===== src/adcc_pkg.sv =====
/*
 * Shared constants and types for the converter control and result block.
 * Assumes a 32-bit classic Wishbone register bus with word-aligned offsets.
 */
package adcc_pkg;

    // Register byte offsets
    localparam logic [7:0] ADDR_CTRL_A = 8'h00;
    localparam logic [7:0] ADDR_CTRL_B = 8'h04;
    localparam logic [7:0] ADDR_RES_LO = 8'h08;
    localparam logic [7:0] ADDR_RES_HI = 8'h0c;
    localparam logic [7:0] ADDR_STAT   = 8'h10;
    localparam logic [7:0] ADDR_MASK   = 8'h14;

    // Field positions in conv_ctrl_a and conv_ctrl_b, and the done bit of status and mask
    localparam int START_BIT   = 7;
    localparam int BUSY_BIT    = 6;
    localparam int EN_BIT      = 5;
    localparam int ALIGN_BIT   = 4;
    localparam int GAIN_LO_BIT = 3;
    localparam int GAIN_HI_BIT = 5;
    localparam int DONE_BIT    = 0;

    // Values after reset
    localparam logic [7:0] CTRL_A_RST = 8'h00;
    localparam logic [7:0] CTRL_B_RST = 8'h00;

    // Source select codes
    localparam logic [1:0] SRC_EXT  = 2'h0;
    localparam logic [1:0] SRC_PROX = 2'h1;
    localparam logic [1:0] SRC_BAT  = 2'h2;
    localparam logic [1:0] SRC_SUP  = 2'h3;

    // Gain reference voltage level codes driven out
    localparam logic [1:0] VR_1V6 = 2'h0;
    localparam logic [1:0] VR_3V0 = 2'h1;
    localparam logic [1:0] VR_4V0 = 2'h2;

    // Converter clock counts per phase and per bit, and the result width
    localparam int SAMPLE_CLKS_DEF = 4;
    localparam int BIT_CLKS_DEF    = 4;
    localparam int RES_W           = 10;

    typedef enum logic [1:0] {
        ST_IDLE   = 2'b00,
        ST_SAMPLE = 2'b01,
        ST_CONV   = 2'b11,
        ST_FINISH = 2'b10
    } adcc_phase_t;

    typedef struct packed {
        logic [7:0]       ctrl_a;
        logic [7:0]       ctrl_b;
        logic [RES_W-1:0] result;
        logic             done_stat;
        logic             done_mask;
        logic [6:0]       pre;
        adcc_phase_t      phase;
        logic [7:0]       cnt;
        logic [3:0]       bit_idx;
        logic [RES_W-1:0] sar;
        logic [2:0]       cmp_sync;
        logic             cmp_val;
        logic             ack;
        logic [31:0]      dat;
        logic             irq;
        logic             power;
        logic [3:0]       ext_sel;
        logic [2:0]       int_sel;
        logic [1:0]       vref;
        logic             hold;
        logic [RES_W-1:0] dac;
        logic [3:0]       pin_ana;
    } adcc_state_t;

endpackage


===== src/adcc_ctrl.sv =====
/*
 * Control, sequencing and result registers of a 10-bit successive
 * approximation converter, with a classic Wishbone slave and one
 * level interrupt.
 * Assumes the analog front end outside: an input mux steered by the
 * select outputs, a sample switch, a 10-bit DAC fed by dac_code_o and a
 * comparator whose output arrives asynchronously on cmp_i.
 */
// Summary of operation
// RULE_01: Result is an unsigned ten-bit value.
// RULE_02: Pick four pins or three internal sources.
// RULE_03: Exactly one input reaches the converter; the code routes none for channel codes 100..111 with source code 00 (pin).
// RULE_04: Left format: high D9..D2, low D1..D0.
// RULE_05: Right format: high D9..D8, low D7..D0.
// RULE_06: Unused result bits read as zero.
// RULE_07: Disabled converter keeps both result bytes.
// RULE_08: Start written high then low launches.
// RULE_09: Busy set on launch, cleared at completion.
// RULE_10: Enable bit powers the converter.
// RULE_11: Gain code selects 1.6, 3.0, 4.0 V.
// RULE_12: Channel codes 000..011 pick pins 0..3.
// RULE_13: Analog pin loses digital function, pull-high.
// RULE_14: Source code picks pin, amp, battery, supply.
// RULE_15: Channel codes 100..111 connect no pin.
// RULE_16: Completion raises the interrupt request flag.
// RULE_17: Converter clock is system clock over 2^code.
// RULE_18: Duration parameterised; result stored before busy clears.

module adcc_ctrl #(
    parameter int SAMPLE_CLKS = adcc_pkg::SAMPLE_CLKS_DEF,
    parameter int BIT_CLKS    = adcc_pkg::BIT_CLKS_DEF
) (
    input  wire logic        clk_i,
    input  wire logic        rst_i,
    input  wire logic        wb_cyc_i,
    input  wire logic        wb_stb_i,
    input  wire logic        wb_we_i,
    input  wire logic [7:0]  wb_adr_i,
    input  wire logic [3:0]  wb_sel_i,
    input  wire logic [31:0] wb_dat_i,
    output logic      [31:0] wb_dat_o,
    output logic             wb_ack_o,
    output logic             irq_o,
    input  wire logic        cmp_i,
    input  wire logic [3:0]  pin_adc_cfg_i,
    output logic             conv_power_enable_o,
    output logic      [3:0]  analog_input_pins_sel_o,
    output logic      [2:0]  int_src_sel_o,
    output logic      [1:0]  gain_ref_voltage_o,
    output logic             sample_hold_o,
    output logic      [9:0]  dac_code_o,
    output logic      [3:0]  pin_analog_o
);
    import adcc_pkg::*;

    ////////////////////////////////////////////////////////////////////////
    // Helpers

    // Converter clock tick: low code bits of the prescaler all ones
    function automatic logic tick_due(input logic [6:0] pre, input logic [2:0] code);
        logic [6:0] m;
        m = 7'h7f >> (3'h7 - code);
        return (pre & m) == m;
    endfunction

    // Two-bit gain code to reference level
    function automatic logic [1:0] gain_decode(input logic [1:0] code);
        logic [1:0] v;
        case (code)
            2'h1:    v = VR_3V0;
            2'h2:    v = VR_4V0;
            default: v = VR_1V6;
        endcase
        return v;
    endfunction

    ////////////////////////////////////////////////////////////////////////
    // State

    adcc_state_t q;
    adcc_state_t n;
    logic        busy;
    logic        acc;
    logic        wr;
    logic        launch;
    logic        tick;
    logic [1:0]  src;
    logic [2:0]  chan;
    logic [7:0]  rd_byte;
    logic [9:0]  res_d;

    assign busy = (q.phase != ST_IDLE);
    assign acc  = wb_cyc_i && wb_stb_i && !q.ack;
    assign wr   = acc && wb_we_i && wb_sel_i[0];
    assign src  = q.ctrl_b[7:6];
    assign chan = q.ctrl_a[2:0];
    assign tick = tick_due(q.pre, q.ctrl_b[2:0]); // RULE_17

    ////////////////////////////////////////////////////////////////////////
    // Next state

    // Register bus, sequencer and routing all computed into one copy
    always_comb
    begin
        n      = q;
        launch = 1'b0;

        // Readback formatted at read time, so a format change applies at once
        rd_byte = 8'h00;
        case (wb_adr_i)
            ADDR_CTRL_A: rd_byte = {q.ctrl_a[7], busy, q.ctrl_a[5:0]}; // RULE_09
            ADDR_CTRL_B: rd_byte = q.ctrl_b;
            ADDR_RES_LO: rd_byte = q.ctrl_a[ALIGN_BIT] ? q.result[7:0]
                                 : {q.result[1:0], 6'h00}; // RULE_04 RULE_05 RULE_06
            ADDR_RES_HI: rd_byte = q.ctrl_a[ALIGN_BIT] ? {6'h00, q.result[9:8]}
                                 : q.result[9:2]; // RULE_04 RULE_05 RULE_06
            ADDR_STAT:   rd_byte = {7'h00, q.done_stat};
            ADDR_MASK:   rd_byte = {7'h00, q.done_mask};
            default:     rd_byte = 8'h00; // Unmapped reads as zero
        endcase
        n.ack = acc;
        n.dat = (acc && !wb_we_i) ? {24'h000000, rd_byte} : 32'h00000000;

        // Register writes; busy bit of ctrl_a is not writable
        if (wr)
        begin
            case (wb_adr_i)
                ADDR_CTRL_A:
                begin
                    n.ctrl_a = {wb_dat_i[7], 1'b0, wb_dat_i[5:0]};
                    // Falling start with power on launches from idle
                    launch = q.ctrl_a[START_BIT] && !wb_dat_i[START_BIT]
                             && wb_dat_i[EN_BIT] && !busy; // RULE_08
                end
                ADDR_CTRL_B: n.ctrl_b = wb_dat_i[7:0];
                ADDR_STAT:
                begin
                    if (wb_dat_i[DONE_BIT])
                    begin
                        n.done_stat = 1'b0;
                    end
                end
                ADDR_MASK: n.done_mask = wb_dat_i[DONE_BIT];
                default: ; // Unmapped writes are dropped
            endcase
        end

        // Free-running prescaler feeding the converter clock
        n.pre = q.pre + 7'h01; // RULE_17

        // Comparator crossing: a change counts once stages two and three agree
        n.cmp_sync = {q.cmp_sync[1:0], cmp_i};
        if (q.cmp_sync[2] == q.cmp_sync[1])
        begin
            n.cmp_val = q.cmp_sync[2];
        end

        // Conversion sequencer, one step per converter clock tick while sampling and converting
        case (q.phase)
            ST_IDLE:
            begin
                n.hold = 1'b0;
                if (launch)
                begin
                    n.phase   = ST_SAMPLE; // RULE_09
                    n.cnt     = 8'h00;
                    n.sar     = 10'h000;
                    n.bit_idx = 4'h9;
                    n.hold    = 1'b1;
                end
            end
            ST_SAMPLE:
            begin
                if (tick)
                begin
                    if (q.cnt == 8'(SAMPLE_CLKS - 1)) // RULE_18
                    begin
                        n.phase = ST_CONV;
                        n.cnt   = 8'h00;
                        n.hold  = 1'b0;
                    end
                    else
                    begin
                        n.cnt = q.cnt + 8'h01;
                    end
                end
            end
            ST_CONV:
            begin
                if (tick)
                begin
                    if (q.cnt == 8'(BIT_CLKS - 1)) // RULE_18
                    begin
                        n.cnt = 8'h00;
                        // Comparator high means input at or above trial; take the value
                        // settling at this edge, as the comparator path is four clocks
                        // deep and the registered copy would still show the last trial.
                        // Limitation: BIT_CLKS below 4 is too short at divide code 000.
                        n.sar[q.bit_idx] = n.cmp_val; // RULE_01
                        if (q.bit_idx == 4'h0)
                        begin
                            n.phase = ST_FINISH;
                        end
                        else
                        begin
                            n.bit_idx = q.bit_idx - 4'h1;
                        end
                    end
                    else
                    begin
                        n.cnt = q.cnt + 8'h01;
                    end
                end
            end
            ST_FINISH:
            begin
                // Result lands on the same edge that busy drops
                n.result    = q.sar; // RULE_18 RULE_01
                n.done_stat = 1'b1; // RULE_16
                n.phase     = ST_IDLE; // RULE_09
            end
            default: n.phase = ST_IDLE;
        endcase

        // Power-off aborts and leaves the result bytes untouched
        if (!n.ctrl_a[EN_BIT])
        begin
            n.phase     = ST_IDLE;
            n.hold      = 1'b0;
            n.result    = q.result; // RULE_07
            n.done_stat = (q.done_stat && !(wr && wb_adr_i == ADDR_STAT && wb_dat_i[DONE_BIT]));
        end

        // Trial code for the DAC: kept bits plus the bit under test
        n.dac = (n.phase == ST_CONV) ? (n.sar | 10'(10'h001 << n.bit_idx)) : 10'h000;

        n.irq   = n.done_stat && n.done_mask; // RULE_16
        n.power = q.ctrl_a[EN_BIT]; // RULE_10

        // Internal sources override pins so two never short together
        n.ext_sel = 4'h0;
        if (src == SRC_EXT && !chan[2]) // RULE_15
        begin
            n.ext_sel = 4'(4'h1 << chan[1:0]); // RULE_12 RULE_02 RULE_03
        end
        case (src)
            SRC_PROX: n.int_sel = 3'h1; // RULE_14
            SRC_BAT:  n.int_sel = 3'h2; // RULE_14
            SRC_SUP:  n.int_sel = 3'h4; // RULE_14
            default:  n.int_sel = 3'h0; // RULE_03
        endcase

        n.vref    = gain_decode({q.ctrl_b[GAIN_HI_BIT], q.ctrl_a[GAIN_LO_BIT]}); // RULE_11
        n.pin_ana = pin_adc_cfg_i; // RULE_13

        if (rst_i)
        begin
            n        = '0;
            n.ctrl_a = CTRL_A_RST;
            n.ctrl_b = CTRL_B_RST;
        end
    end

    // Single state register
    always_ff @(posedge clk_i)
    begin
        q <= n;
    end

    // Result as of the previous edge, read by checks only
    always_ff @(posedge clk_i)
    begin
        res_d <= q.result;
    end

    ////////////////////////////////////////////////////////////////////////
    // Outputs, all straight from the state register

    assign wb_dat_o                = q.dat;
    assign wb_ack_o                = q.ack;
    assign irq_o                   = q.irq;
    assign conv_power_enable_o     = q.power;
    assign analog_input_pins_sel_o = q.ext_sel;
    assign int_src_sel_o           = q.int_sel;
    assign gain_ref_voltage_o      = q.vref;
    assign sample_hold_o           = q.hold;
    assign dac_code_o              = q.dac;
    assign pin_analog_o            = q.pin_ana;

    ////////////////////////////////////////////////////////////////////////
    // Checks

    launch_busy_a: assert property (@(posedge clk_i) disable iff (rst_i) // RULE_08
        $rose(busy) |-> $past(q.ctrl_a[START_BIT]) && !q.ctrl_a[START_BIT])
        else $error("busy rose without a start high-low sequence");

    busy_set_a: assert property (@(posedge clk_i) disable iff (rst_i) // RULE_09
        launch |=> busy ##1 busy)
        else $error("busy not set after launch");

    finish_order_a: assert property (@(posedge clk_i) disable iff (rst_i) // RULE_18
        (q.phase == ST_FINISH && q.ctrl_a[EN_BIT])
        |=> !busy && q.done_stat && q.result == $past(q.sar))
        else $error("result not stored before busy cleared");

    result_hold_a: assert property (@(posedge clk_i) disable iff (rst_i) // RULE_07
        !q.ctrl_a[EN_BIT] |=> q.result == $past(q.result))
        else $error("result changed while converter disabled");

    single_route_a: assert property (@(posedge clk_i) disable iff (rst_i) // RULE_03
        $onehot0({q.ext_sel, q.int_sel}))
        else $error("more than one input routed");

    float_chan_a: assert property (@(posedge clk_i) disable iff (rst_i) // RULE_15
        (chan[2] || src != SRC_EXT) |=> q.ext_sel == 4'h0)
        else $error("pin connected for absent channel");

    chan_one_a: assert property (@(posedge clk_i) disable iff (rst_i) // RULE_12
        (src == SRC_EXT && chan == 3'h1) |=> q.ext_sel == 4'h2)
        else $error("channel code 001 not routed to pin 1");

    src_bat_a: assert property (@(posedge clk_i) disable iff (rst_i) // RULE_14
        (src == SRC_BAT) |=> q.int_sel == 3'h2 ##1 q.int_sel == 3'h2 || src != SRC_BAT)
        else $error("battery source not routed");

    gain_map_a: assert property (@(posedge clk_i) disable iff (rst_i) // RULE_11
        ({q.ctrl_b[GAIN_HI_BIT], q.ctrl_a[GAIN_LO_BIT]} == 2'h2) |=> q.vref == VR_4V0)
        else $error("gain code 10 not 4.0 V");

    align_left_a: assert property (@(posedge clk_i) disable iff (rst_i) // RULE_04
        (acc && !wb_we_i && wb_adr_i == ADDR_RES_HI && !q.ctrl_a[ALIGN_BIT])
        |=> wb_ack_o && wb_dat_o == {24'h000000, res_d[9:2]})
        else $error("left-aligned high byte wrong");

    align_right_a: assert property (@(posedge clk_i) disable iff (rst_i) // RULE_05
        (acc && !wb_we_i && wb_adr_i == ADDR_RES_HI && q.ctrl_a[ALIGN_BIT])
        |=> wb_dat_o == {30'h00000000, res_d[9:8]})
        else $error("right-aligned high byte wrong");

    unused_zero_a: assert property (@(posedge clk_i) disable iff (rst_i) // RULE_06
        (acc && !wb_we_i && wb_adr_i == ADDR_RES_LO && !q.ctrl_a[ALIGN_BIT])
        |=> wb_dat_o == {24'h000000, res_d[1:0], 6'h00})
        else $error("unused low bits not zero");

    power_follow_a: assert property (@(posedge clk_i) disable iff (rst_i) // RULE_10
        q.ctrl_a[EN_BIT] != conv_power_enable_o |=> conv_power_enable_o == $past(q.ctrl_a[EN_BIT]))
        else $error("power output does not follow enable");

    irq_level_a: assert property (@(posedge clk_i) disable iff (rst_i) // RULE_16
        (q.phase == ST_FINISH && q.ctrl_a[EN_BIT] && q.done_mask) |=> irq_o)
        else $error("completion did not raise interrupt");

    pin_cfg_a: assert property (@(posedge clk_i) disable iff (rst_i) // RULE_13
        pin_analog_o == $past(pin_adc_cfg_i))
        else $error("pin analog mode not applied");

    // Further decodes, the power-off state and the first trial code
    align_right_lo_a: assert property (@(posedge clk_i) disable iff (rst_i) // RULE_05
        (acc && !wb_we_i && wb_adr_i == ADDR_RES_LO && q.ctrl_a[ALIGN_BIT])
        |=> wb_dat_o == {24'h000000, res_d[7:0]})
        else $error("right-aligned low byte wrong");

    chan_zero_a: assert property (@(posedge clk_i) disable iff (rst_i) // RULE_12
        (src == SRC_EXT && chan == 3'h0) |=> q.ext_sel == 4'h1)
        else $error("channel code 000 not routed to pin 0");

    src_prox_a: assert property (@(posedge clk_i) disable iff (rst_i) // RULE_14
        (src == SRC_PROX) |=> q.int_sel == 3'h1)
        else $error("amplifier source not routed");

    gain_wrap_a: assert property (@(posedge clk_i) disable iff (rst_i) // RULE_11
        ({q.ctrl_b[GAIN_HI_BIT], q.ctrl_a[GAIN_LO_BIT]} == 2'h3) |=> q.vref == VR_1V6)
        else $error("gain code 11 not 1.6 V");

    off_idle_a: assert property (@(posedge clk_i) disable iff (rst_i) // RULE_10
        !q.ctrl_a[EN_BIT] |-> !busy && !sample_hold_o)
        else $error("converter active while switched off");

    trial_msb_a: assert property (@(posedge clk_i) disable iff (rst_i) // RULE_01
        (q.phase == ST_SAMPLE && n.phase == ST_CONV) |=> dac_code_o == 10'h200)
        else $error("first trial is not the top bit");

endmodule


===== config.mk =====
export PLATFORM = sky130hd
export DESIGN_NAME = adcc_ctrl
export DESIGN_NICKNAME = d
export VERILOG_FILES = /design/src/adcc_pkg.sv /design/src/adcc_ctrl.sv
export SDC_FILE = /design/constraint.sdc
export NUM_CORES = 1
export LEC_CHECK = 0
export ABC_AREA = 1
export BUFFER_PORTS_ARGS = -buffer_cell sky130_fd_sc_hd__buf_4
export CAP_MARGIN = 20
export CORE_UTILIZATION = 55
export DETAILED_ROUTE_END_ITERATION = 8
export GPL_TIMING_DRIVEN = 0
export MAX_ROUTING_LAYER = met4
export PLACE_DENSITY = 0.8
export SLEW_MARGIN = 20
export SYNTH_ARGS = -nofsm -noshare
export SYNTH_HDL_FRONTEND = slang
export SYNTH_SLANG_ARGS = --single-unit

===== constraint.sdc =====
create_clock -name clk_i -period 2.45 [get_ports clk_i]
set_input_delay 0.245 -clock clk_i [delete_from_list [all_inputs] [get_ports clk_i]]
set_output_delay 0.245 -clock clk_i [all_outputs]
set_load 0.01 [all_outputs]

# Word level (Yosys, flattened, before mapping)
# Index checks and enable logic that the tools add are counted.
classes:
  magnitude_cmp: 2
  n_reduce_logical: 36
  muxes: 37
  shifts: 3
  n_eq_ne: 21
  n_bitwise: 6
  addsub: 4
ops:
  columns: ["op", "n"]
  rows:
  - ["$mux W24", 2]
  - ["$pmux W8 S6", 1]
  - ["$mux W8", 4]
  - ["$mux W14", 2]
  - ["$pmux W14 S2", 1]
  - ["$pmux W8 S3", 1]
  - ["$eq A8 B4 Y1 const B", 2]
  - ["$eq A8 B5 Y1 const B", 2]
  - ["$logic_and A1 B1 Y1", 14]
  - ["$eq A2 B2 Y1 const B", 6]
  - ["$mux W1", 12]
  - ["$bwmux W10", 1]
  - ["$mux W10", 1]
  - ["$mux W2", 5]
  - ["$or A10 B10 Y10", 1]
  - ["$shl A1 B4 Y10 const A", 1]
  - ["$pmux W3 S3", 1]
  - ["$add A8 B1 Y8 const B", 1]
  - ["$eq A8 B2 Y1 const B", 1]
  - ["$eq A8 B3 Y1 const B", 1]
  - ["$logic_not A8 Y1", 1]
  - ["$ne A2 B2 Y1 const B", 4]
  - ["$pmux W2 S4", 1]
  - ["$reduce_or A2 Y1", 4]
  - ["25 further kinds", 39]
word_totals:
  elab_cells: 133
  in_bits: 54
  reg_bits: 121
  output_inout_bits: 59

# Longest topological paths before layout
logic_depth:
  word_depth: 12
  depth_mapped: 16
  mapped_depth_nobuf: 15

# Worst setup path after synthesis
# No wires, ideal clock.
synth_path:
  path_kind: "reg-to-reg"
  from: "reg q[85] (netlist name)"
  to: "reg q, in the netlist dac_code_o[2]"
  path_buffers: 1
  path_stages_with_launch: 12
  required_time_ns: 2.334
  arrival_time_ns: 1.765
  setup_slack_ns: 0.569
  period_less_slack_ns: 1.881
  setup_ns: 0.116
  path_cell_list: "dfxtp_1 > inv_1 > ha_1 > clkbuf_1 > nor2_1 > nand3_1 > nand2_1 > inv_2 > nand2_1 > nor2_1 > nor2_1 > nor2_1"
synth_via:
  elab_chain_len: 11
  elab_cells_between_ends: 23
  cone_classes: "eq/ne: 4; shift: 1; mux: 11; bitwise: 2; reduce/logical: 5"
synth_rtl:
  columns: ["item", "line_no", "source"]
  rows:
  - ["start: declaration", "adcc_ctrl.sv:80", "adcc_state_t q;"]
  - ["start signal: assignment", "adcc_ctrl.sv:267", "q <= n;"]
  - ["$reduce_bool A2 Y1", "adcc_ctrl.sv:92", "assign busy = (q.phase != ST_IDLE);"]
  - ["$logic_not A1 Y1", "adcc_ctrl.sv:133", "&& wb_dat_i[EN_BIT] && !busy;"]
  - ["$logic_and A1 B1 Y1", "adcc_ctrl.sv:133", null]
  - ["$mux W1", "adcc_ctrl.sv:127", "case (wb_adr_i)"]
  - ["$mux W1", "adcc_ctrl.sv:125", "if (wr)"]
  - ["$mux W24", "adcc_ctrl.sv:163", "if (launch)"]
  - ["$pmux W2 S4", "adcc_ctrl.sv:159", "case (q.phase)"]
  - ["$mux W2", "adcc_ctrl.sv:226", "if (!n.ctrl_a[EN_BIT])"]
  - ["$eq A2 B2 Y1", "adcc_ctrl.sv:235", "n.dac = (n.phase == ST_CONV) ? (n.sar | 10'(10'h001 << n.bit_idx)) : 10'h000;"]
  - ["$not A1 Y1 (no line)", null, null]
  - ["$reduce_or A2 Y1 (no line)", null, null]
# Parallel ways exist; a longest one is shown, timed or not. The select of a mux whose other input is x is not followed.
# A chain may end at the register's enable or synchronous reset.

# Worst setup path in the final report
# Ends and elaborated chain as after synthesis.

==> qor.csv <==
metric,value,unit
outcome,finished clean,
Crit-path slowest cell,dfxtp_1,
crit-path max FO,10,
peak supply drop,323,µV
GRT Total Usage,27.2,%
largest net degree at the start of global routing,17,
Leakage,2.95,nW
drt via density,5.03,
power per cell area,459,nW/µm²
Netlist cell types,46,
first-pass GRT wire length,20.8,mm
initial drt markers,244,
GPL Wtd Cong,0.907,
worst reg2reg path endpoint,dac_code_o[2],
worst endpoint required time,2710,ps
grt ovf,0,
"EDFF count, synth",0,
Critical Path Most Common Cell,nor2_1,
antenna diode count,0,
total CTS buffers,9,
synthesized area,5350,µm²
FF-to-FF path depth,11,
Hold Crit Start,pin_adc_cfg_i[0],
Worst Hold Endpoint,pin_analog_o[0],
Max-Cap Viols,0,
Ports,113,
CTS tree,done,
Synth Flop Type,dfxtp_1,
Mapped Cells,763,
H-tree depth,3,
Port Buf Inserts,61,
TritonRoute pass-1 iters,4,
"top cells by area, synth","dfxtp_1 (36%), nand2_1 (11%), buf_4 (7.9%), inv_1 (6.3%), nand3_1 (5.1%)",
hold buffers post-CTS,0,
clock latency on the worst-skew pair,360,ps
die width,101,µm
RSZ-0062 raised after global routing,false,
internal reg-to-reg setup slack,190,ps
post-synthesis sequential area ratio,36.3,%
Layout Cells excl Fill,992,
antenna violations before repair,0,
Area growth syn-to-layout,17.2,%
clock root cell,clkbuf_8,
WHS Path Cells,3,
final hold violations,0,
DIE HEIGHT,101,µm
"Design Area, Final",6270,µm²
share of flip-flops with an asynchronous set or reset,0,%
Post-synth top cells,"nand2_1 (153), dfxtp_1 (97), inv_1 (90)",
"critical path, cell by cell",inv_1 > ha_1 > clkbuf_1 > nor2_2 > nand3_1 > nand2_1 > inv_2 > nand2_1 > nor2_1 > nor2_1 > nor2_1,
filler cell count,853,
Top Family by Delay on Critical Path,simple AND/OR/NAND/NOR gates,
Avg WL per Cell,13.2,µm
vias,4989,
Post-Place Worst Slack,86.6,ps
die area,10100,µm²
PnR Total Power,2.88,mW
Worst setup EP type,flip-flop,
Final setup violation count,0,
drt total wl,13.0,mm
Yosys top cell area share,36.3,%
slew margin rel.,38.8,%
Max Slew Vio Count,0,
FP Rows,35,
#FFs+latches synth,97,
critical path data arrival time,2520,ps
"area leader, netlist",dfxtp_1,
Fin Setup TNS,0,ps
share of layout cells above drive strength 1,23.3,%
HPWL after DPL,10.3,mm
Worst path max stage delay,440,ps
Placeable Area,9330,µm²
Hold WC Path Type,input port to flip-flop,
clock skew,5.79,ps
Clock Sinks,97,
placed insts,976,
CP Class,flip-flop to flip-flop,
final worst slack,191,ps
crit start category,flip-flop,
fin crit period,2260,ps
"count leader, synth",nand2_1,
area post-placement,6060,µm²
Util after Layout,67.2,%
vias in the first global route,4619,
Worst-path clk slew,100,ps
Hold Slack,86.2,ps
Antenna Nets Post-Route,0,
number of synthesis warnings,0,
Slew @ Worst Pin,911,ps
reg2reg start,q[85],
Mean Syn Cell Area,7.01,µm²
DRC,0,
CTS Buffer Depth,2,
Achievable Freq,443,MHz
nets,926,
CP Buf/Inv Count,3,
Final period util,92.2,%
initial core utilization,57.4,%
## flip-flops by register name (all words and copies together), names as in the netlist
| signal | flops |
|---|---|
| analog_input_pins_sel_o | 4 |
| pin_analog_o | 4 |
| chan | 3 |
| int_src_sel_o | 3 |
| gain_ref_voltage_o | 2 |
| q | 59 |
| irq_o | 1 |
| wb_ack_o | 1 |
| conv_power_enable_o | 1 |
| wb_dat_o | 8 |
| sample_hold_o | 1 |
| dac_code_o | 10 |
## how the worst max path moves through the flow
stage	start	endpoint	depth (start not counted)
5_1_grt	q[85]	dac_code_o[2]	11
2_1_floorplan	q[85]	dac_code_o[2]	11
4_1_cts	q[85]	dac_code_o[2]	11
3_5_place_dp	q[85]	dac_code_o[2]	11
6_report	q[85]	dac_code_o[2]	11
3_3_place_gp	q[85]	dac_code_o[2]	11
## per-layer routing
layer / global-route usage [%] / vias to the layer above / routed length [µm]
met3: 4.30 / 33 / 680
met4: 11.3 / 0 / 382
li1: - / 2547 / -
met2: 47.8 / 146 / 6460
met5: - / - / 0
met1: 30.8 / 2263 / 5530
## cells by family after synthesis
logic type               synth area share [%]
adder cells (fa/ha/maj)                  3.27
AO/OA/AOI/OAI                            12.6
buffers and inverters                    17.6
XOR/XNOR                                0.164
other                                  0.0701
multiplexers                            0.187
AND/OR/NAND/NOR                          29.8
flip-flops                               36.3
## cell type report
class	count	area, µm²	area share, %
clock inverters	5	61.3	0.978
clock buffers	11	151	2.41
flip-flops and latches	97	1940	31.0
multi-input cells	504	2560	40.8
inverters	110	413	6.58
repair buffers	61	458	7.30
plain buffers	75	528	8.42
well taps	129	161	2.57
## tightest hold or removal path, cell delays in order
cell    delay, ps
buf_4          80
inv_1          30
nor2_1         60
## cells in the final DEF, fill, tap and decap left out, types with 3 or more instances in the layout
cell,instances
clkbuf_1,10
nand3_1,55
nor2_2,6
a21oi_1,47
nand2_1,153
nor3b_1,3
buf_2,5
ha_1,14
buf_4,117
nor3_1,18
a21oi_2,4
buf_6,4
inv_1,90
clkbuf_8,11
nand3_2,7
nand2_2,10
conb_1,24
dfxtp_1,97
nor2_4,5
inv_2,18
nand4_1,5
nor2_1,70
a31oi_1,4
o21ai_0,34
o22ai_1,8
a211oi_1,3
o21ai_1,9
nor4_1,4
## repair_timing
action | CTS | global route
buffers inserted | 0 | 0
setup endpoints to repair | 0 | 5
resized for setup | 0 | 1
## report_power, final
| part | internal, mW | leakage, nW | switching (mW) |
|---|---|---|---|
| clock | 0.534 | 0.110 | 0.581 |
| sequential | 1.59 | 0.784 | 0.00547 |
| combinational | 0.0784 | 2.05 | 0.0910 |
| total | 2.20 | 2.95 | 0.677 |
Note: power is estimated with default switching activity, not from simulation.
